`config.mk`:
```
export PLATFORM = sky130hd
export DESIGN_NAME = pmic_enable_flag_regs
export DESIGN_NICKNAME = d
export VERILOG_FILES = /design/src/hdl/pmic_regs_pkg.sv /design/src/hdl/pmic_enable_flag_regs.sv /design/src/hdl/unlock_gate.sv
export SDC_FILE = /design/constraint.sdc
export NUM_CORES = 1
export LEC_CHECK = 0
export BUFFER_PORTS_ARGS = -buffer_cell sky130_fd_sc_hd__buf_2
export CAP_MARGIN = 20
export CORE_MARGIN = 3
export CORE_UTILIZATION = 50
export CTS_CLUSTER_SIZE = 30
export DETAILED_ROUTE_END_ITERATION = 10
export HOLD_SLACK_MARGIN = 0.02
export PLACE_DENSITY = 0.81
export SYNTH_ARGS = -nofsm -noshare
export SYNTH_HDL_FRONTEND = slang
export SYNTH_SLANG_ARGS = --single-unit
```
`constraint.sdc`:
```
create_clock -name clk -period 2.5 [get_ports clk]
set_input_delay 0.25 -clock clk [delete_from_list [all_inputs] [get_ports clk]]
set_output_delay 0.25 -clock clk [all_outputs]
set_load 0.1 [all_outputs]
```
`src/hdl/pmic_regs_pkg.sv`:
```
// Package for the enable and suspend-flag register bank.
// Assumes a byte-wide register access port decoded by an upstream serial slave.
package pmic_regs_pkg;

  localparam logic [7:0] FLAG_ADDR      = 8'h07;
  localparam logic [7:0] KEY_ADDR       = 8'h10;
  localparam logic [7:0] CONV_EN_ADDR   = 8'h11;
  localparam logic [7:0] SW_EN_ADDR     = 8'h12;

  localparam logic [7:0] FLAG_RESET     = 8'h00;
  localparam logic [7:0] KEY_RESET      = 8'h00;
  localparam logic [7:0] KEY_READ_VALUE = 8'h00;
  localparam logic [7:0] CONV_EN_RESET  = 8'h00;
  localparam logic [7:0] SW_EN_RESET    = 8'h00;

  // Writable bits; reserved bits read zero
  localparam logic [7:0] CONV_EN_MASK   = 8'h3F;
  localparam logic [7:0] SW_EN_MASK     = 8'h7F;
  // Bits the sequencer may overwrite: buck1..5, switch1, regulator
  localparam logic [7:0] CONV_SEQ_MASK  = 8'h1F;
  localparam logic [7:0] SW_SEQ_MASK    = 8'h03;

  localparam int BUCK6_BIT      = 5;
  localparam int BUCK5_BIT      = 4;
  localparam int PIN3_LEVEL_BIT = 6;
  localparam int PIN2_LEVEL_BIT = 5;
  localparam int PIN1_LEVEL_BIT = 4;
  localparam int SEAL_BIT       = 7;

  // Arbitrary unlock value; the real key scheme is outside this block
  localparam logic [7:0] UNLOCK_VALUE   = 8'hA5;

  typedef struct packed {
    logic       wrEn;
    logic       rdEn;
    logic [7:0] addr;
    logic [7:0] wdata;
  } reg_req_s;

  typedef struct packed {
    logic       update;   // One-cycle strobe
    logic [7:0] convVal;  // Only CONV_SEQ_MASK bits used
    logic [7:0] swVal;    // Only SW_SEQ_MASK bits used
  } seq_upd_s;

endpackage : pmic_regs_pkg

```
`src/hdl/pmic_enable_flag_regs.sv`:
```
// Suspend flag, key and rail-enable registers of the power controller.
// Assumes the serial slave delivers one-cycle read/write strobes and that
// the sequencer and pin-mode bits are synchronous to clk.
//
// How it works
// - flag register at 0x07, read-only, resets zero
// - resume from suspend sets flags of enabled outputs
// - off power-up or disabled output clears flag
// - bits: out3..1, regulator, buck4..1
// - key register 0x10 resets zero, unlocks writes
// - key reads always return zero
// - converter enables at 0x11, bits 7:6 zero
// - bits 5:0 enable buck6..buck1
// - buck6 disable ignored while seal broken
// - buck5 disable ignored while broken; sequencer updates
// - sequencer writes buck1-5, switch1, regulator enables
// - switch enables at 0x12, bit 7 zero
// - bits 3:0 enable switch3..1 and regulator
// - bit 6 drives pin3 low; void in reset mode
// - bits 5:4 drive pins 2,1; void with select
// - seal status is status bit 7
// - reset mode makes pin3 warm-reset input
// - input select makes pin1 drive output two
`timescale 1ns/100ps
module pmic_enable_flag_regs (
  input  wire logic                      clk,          // 250 MHz clock
  input  wire logic                      reset,        // Power-on reset, sync
  input  wire pmic_regs_pkg::reg_req_s   req,          // Register access
  output logic [7:0]                     rdata,        // Read data, registered
  output logic                           rvalid,       // Read data valid pulse
  input  wire logic [7:0]                statusReg,    // Status register value
  input  wire pmic_regs_pkg::seq_upd_s   seqUpd,       // Sequencer enable update
  input  wire logic                      resumeEvt,    // Power-up strobe
  input  wire logic                      fromSuspend,  // Power-up was from suspend
  input  wire logic [7:0]                suspendOn,    // Outputs enabled in suspend
  input  wire logic                      warmResetPinMode, // Pin3 is reset input
  input  wire logic                      pin1InputSelAlt,  // Pin1 is input
  input  wire logic                      pin1In,       // Pin1 input level
  input  wire logic                      pin3In,       // Pin3 input level
  output logic [5:0]                     buckEnable,   // Buck 6..1 enables
  output logic [2:0]                     switchEnable, // Switch 3..1 enables
  output logic                           regulatorEnable, // Regulator enable
  output logic [2:0]                     pinOe,        // Pins 3..1 drive low
  output logic [2:0]                     pinOut,       // Pins 3..1 output value
  output logic                           warmResetBuck12 // Warm reset to buck 1,2
);
  logic [7:0] flags_q;
  logic [7:0] flags_d;
  logic [7:0] conv_q;
  logic [7:0] conv_d;
  logic [7:0] sw_q;
  logic [7:0] sw_d;
  logic [7:0] rdata_d;
  logic       rvalid_d;
  logic       unlocked;
  logic       keyWr;
  logic       protWr;
  logic       sealBroken;
  logic [7:0] wv;

  assign keyWr  = req.wrEn && (req.addr == pmic_regs_pkg::KEY_ADDR);
  assign protWr = req.wrEn && ((req.addr == pmic_regs_pkg::CONV_EN_ADDR) ||
                               (req.addr == pmic_regs_pkg::SW_EN_ADDR));
  assign sealBroken = statusReg[pmic_regs_pkg::SEAL_BIT];

  unlock_gate i_unlock_gate (
    .clk      (clk),
    .reset    (reset),
    .keyWr    (keyWr),
    .keyData  (req.wdata),
    .protWr   (protWr),
    .unlocked (unlocked)
  );

  // Flags change only on power-up; host writes never reach them
  always_comb begin
    flags_d = flags_q;
    if (resumeEvt) begin
      flags_d = fromSuspend ? suspendOn : pmic_regs_pkg::FLAG_RESET;
    end
  end

  // Sequencer wins over a host write in the same cycle; it owns power-up
  always_comb begin
    conv_d = conv_q;
    sw_d   = sw_q;
    wv     = req.wdata;
    if (req.wrEn && unlocked && req.addr == pmic_regs_pkg::CONV_EN_ADDR) begin
      if (sealBroken) begin
        wv[pmic_regs_pkg::BUCK6_BIT] = wv[pmic_regs_pkg::BUCK6_BIT] |
                                       conv_q[pmic_regs_pkg::BUCK6_BIT];
        wv[pmic_regs_pkg::BUCK5_BIT] = wv[pmic_regs_pkg::BUCK5_BIT] |
                                       conv_q[pmic_regs_pkg::BUCK5_BIT];
      end
      conv_d = wv & pmic_regs_pkg::CONV_EN_MASK;
    end
    if (req.wrEn && unlocked && req.addr == pmic_regs_pkg::SW_EN_ADDR) begin
      sw_d = req.wdata & pmic_regs_pkg::SW_EN_MASK;
    end
    if (seqUpd.update) begin
      conv_d = (conv_d & ~pmic_regs_pkg::CONV_SEQ_MASK) |
               (seqUpd.convVal & pmic_regs_pkg::CONV_SEQ_MASK);
      sw_d   = (sw_d & ~pmic_regs_pkg::SW_SEQ_MASK) |
               (seqUpd.swVal & pmic_regs_pkg::SW_SEQ_MASK);
    end
  end

  // Read mux; unmapped addresses read zero
  always_comb begin
    rdata_d  = 8'h00;
    rvalid_d = req.rdEn;
    if (req.rdEn) begin
      unique case (req.addr)
        pmic_regs_pkg::FLAG_ADDR:    rdata_d = flags_q;
        pmic_regs_pkg::KEY_ADDR:     rdata_d = pmic_regs_pkg::KEY_READ_VALUE;
        pmic_regs_pkg::CONV_EN_ADDR: rdata_d = conv_q;
        pmic_regs_pkg::SW_EN_ADDR:   rdata_d = sw_q;
        default:                     rdata_d = 8'h00;
      endcase
    end
  end

  always_ff @(posedge clk) begin
    if (reset) begin
      flags_q <= pmic_regs_pkg::FLAG_RESET;
      conv_q  <= pmic_regs_pkg::CONV_EN_RESET;
      sw_q    <= pmic_regs_pkg::SW_EN_RESET;
      rdata   <= 8'h00;
      rvalid  <= 1'b0;
    end else begin
      flags_q <= flags_d;
      conv_q  <= conv_d;
      sw_q    <= sw_d;
      rdata   <= rdata_d;
      rvalid  <= rvalid_d;
    end
  end

  assign buckEnable      = conv_q[5:0];
  assign switchEnable    = sw_q[3:1];
  assign regulatorEnable = sw_q[0];

  // Open-drain pins: a 0 bit pulls low, a 1 bit releases
  always_comb begin
    pinOut = 3'b000;
    pinOe[2] = !warmResetPinMode && !sw_q[pmic_regs_pkg::PIN3_LEVEL_BIT];
    if (pin1InputSelAlt) begin
      pinOe[0] = 1'b0;
      pinOe[1] = !pin1In;
    end else begin
      pinOe[0] = !sw_q[pmic_regs_pkg::PIN1_LEVEL_BIT];
      pinOe[1] = !sw_q[pmic_regs_pkg::PIN2_LEVEL_BIT];
    end
  end

  assign warmResetBuck12 = warmResetPinMode && !pin3In;

endmodule : pmic_enable_flag_regs

```
`src/hdl/unlock_gate.sv`:
```
// Unlock qualifier from the key register.
// Assumes writes to the key address arrive as one-cycle strobes.
`timescale 1ns/100ps
module unlock_gate (
  input  wire logic       clk,      // 250 MHz clock
  input  wire logic       reset,    // Sync, active high
  input  wire logic       keyWr,    // Key register write strobe
  input  wire logic [7:0] keyData,  // Key value written
  input  wire logic       protWr,   // Protected register write strobe
  output logic            unlocked  // Next protected write allowed
);
  logic armed_q;
  logic armed_d;

  // One protected write per key write; a protected write or a wrong key value re-locks
  always_comb begin
    armed_d = armed_q;
    if (keyWr) begin
      armed_d = (keyData == pmic_regs_pkg::UNLOCK_VALUE);
    end else if (protWr) begin
      armed_d = 1'b0;
    end
  end

  always_ff @(posedge clk) begin
    if (reset) begin
      armed_q <= 1'b0;
    end else begin
      armed_q <= armed_d;
    end
  end

  assign unlocked = armed_q;

endmodule : unlock_gate

```
==> summary.md <==
| Metric | Value |
|---|---|
| Crit path from | i_unlock_gate.unlocked |
| R2R depth | 3 |
| Hold Path Stages | 3 |
| Switching part of the total power | 0.302 |
| CP Class | register to register |
| Post-DRT Antenna Nets | 0 |
| Initial antenna violation count | 0 |
| Reg power frac | 0.440 |
| Most instantiated cells after synthesis | dfxtp_1, and3b_1, clkbuf_1, a221oi_1, a21oi_1 |
| Slew @ Worst Pin | 638 ps |
| Final setup skew | 8.73 ps |
| GP Congestion | 0.826 |
| Clk Latency, worst-skew pair | 300 ps |
| Synth Cell Area | 0.00188 mm2 |
| Mean Syn Cell Area | 8.57 um2 |
| Via/cell ratio | 5.95 |
| Clk pwr share | 0.371 |
| Row cnt | 21 |
| Final setup fails | 0 |
| Worst Hold Class | input pin to register |
| MaxCap Viol Count | 0 |
| Power per Cell Area | 572 mW/mm2 |
| R2r startpoint | i_unlock_gate.unlocked |
| Layout Cells excl Fill | 311 |
| RSZ-0062 raised after global routing | false |
| Avg WL per Cell | 15.3 um |
| CTS root buf | clkbuf_8 |
| CP startpoint kind | register |
| Layout cells sized above 1 | 0.291 |
| Top FF cell, synth | dfxtp_1 |
| Number of DRC violations after detailed-routing iteration 0 | 86 |
| Yosys cell types | 31 |
| Internal power | 0.895 mW |
| # DRC | 0 |
| Cell count after synthesis | 219 |
| Design Area, Final | 0.00224 mm2 |
| Core area | 0.00347 mm2 |
| Hold_buf cts | 0 |
| Final setup TNS | 0 ps |
| Area grow syn2layout | 19.3% |
| Grt total ovfl | 0 |
| Yosys reg bits | 34 |
| Worst Path Arrival | 1780 ps |
| Clk sinks | 34 |
| Post-placement cell area | 0.00213 mm2 |
| Final hold viol count | 0 |
| YS warnings | 0 |
| Reg-to-reg slack, setup | 960 ps |
| Post-synth EDFFs | 0 |
| H-tree Lvls | 2 |
| Post-CTS Setup Bufs | 0 |
| Core Util, Final | 0.646 |
| Final Power | 1.28 mW |
| Total number of vias | 1,852 |
| Max VDD drop | 0.294 mV |
| Critical path endpoint category | register |
| Fin Hold WS | 181 ps |
| Starting Density | 0.541 |
| PortBufs | 65 |
| Final worst path period share | 0.618 |
| Status | finished, final reports clean |
| PnR worst setup slack | 955 ps |
| Synth async-reset ratio | 0 |
| Diodes inserted | 0 |
| Placed cell count | 303 |
| CP Max Fanout | 10 |
| Post-Route WL | 4760 um |
| Register area share after synthesis | 0.363 |
| Largest net degree at the start of global routing | 32 |
| Slew HR | 0.574 |
| Setup WS pre-CTS | 681 ps |
| CTS Buffer Depth | 2 |
| Detail Placement HPWL | 3360 um |
| I/O pin count | 85 |
| Net Switching | 0.387 mW |
| Critical Path RT | 2730 ps |
| First-pass GRT wire length | 7620 um |
| Largest cells by area after synthesis | dfxtp_1, and3b_1, a221oi_1, o31ai_1, buf_4 |
| Leak | 0.974 nW |
| Final Max Tran Viols | 0 |
| Global-route total usage across every layer | 0.225 |
| Chip height | 67.3 um |
| DRT Pass-1 Iters | 4 |
| Total CTS buffers | 5 |
| Max Freq | 647 MHz |
| CTS tree | yes |
| Die extent in x | 67.3 um |
| Largest area contributor in the netlist | dfxtp_1 |
| Die area | 0.00452 mm2 |
| Post-CTS resize count | 0 |
| Count leader, synth | dfxtp_1 |
| Clock Pin Slew Worst Setup and Hold Paths | 70 ps |
| Vias in the first global route | 1,636 |
| Comb pwr share | 0.189 |
| Nets | 323 |
| Synth top area share | 0.363 |
| Tmin final | 1540 ps |
## worst min-delay path by stage
stage                 startpoint          to
floorplan           suspendOn[0]  flags_q[0]
global placement         sw_q[7]     sw_q[7]
detailed placement       sw_q[7]     sw_q[7]
CTS                 suspendOn[4]  flags_q[4]
global route        suspendOn[2]  flags_q[2]
finish              suspendOn[4]  flags_q[4]
## cell families after synthesis
kind of cell | share of synthesized area
AOI/OAI and AO/OA | 0.235
buffers and inverters | 0.107
DFF | 0.363
muxes | 0.00533
other | 0.00200
and+or+nand+nor | 0.289
## power by group through the flow
stage | Clock (mW) | Sequential [mW] | Combinational, mW
after floorplan | 0 | 0.587 | 0.175
after global placement | 0 | 0.576 | 0.239
after detailed placement | 0 | 0.576 | 0.241
after CTS | 0.480 | 0.563 | 0.242
after global routing | 0.507 | 0.565 | 0.257
final | 0.475 | 0.564 | 0.242
## critical path, cell delays in order, from the launching register on
cell      delay, ps
dfxtp_1         480
nand3b_1        290
or4_1           570
a21oi_1         140
## metal layers
| layer | track usage | part of all wire | up-vias |
|---|---|---|---|
| met3 | 0.0566 | 0.085 | 6 |
| met2 | 0.339 | 0.46 | 75 |
| met4 | 0.111 | 0.012 | 0 |
| met5 | 0 | 0 | - |
| met1 | 0.299 | 0.44 | 874 |
| li1 | - | - | 897 |
## area by class of cell
cell class	instances	area (um2)
Fill cell	325	1230
Sequential cell	34	681
Inverter	9	33.8
Clock buffer	8	110
Multi-Input combinational cell	146	1010
Timing Repair Buffer	68	348
Tap cell	46	57.6
## layout by cell type (no fill, tap or decap), types with 2 or more instances in the layout
cell type	netlist	routed
a221oi_1	15	15
nand3b_1	4	4
dfxtp_1	34	34
nand4_1	6	6
clkbuf_8	0	8
a41oi_1	7	7
o31ai_1	13	13
a21oi_1	14	14
and3b_1	19	19
nand2_1	3	3
o211ai_1	8	8
nor2b_1	13	13
and2_1	6	6
nor2_1	10	10
nor4b_1	2	2
nor3_1	2	2
inv_1	9	9
nor3b_1	4	4
buf_4	12	3
or4_1	2	2
nand3_1	8	8
conb_1	1	3
buf_2	1	65
No activity file was read; power rests on OpenSTA's default activity.
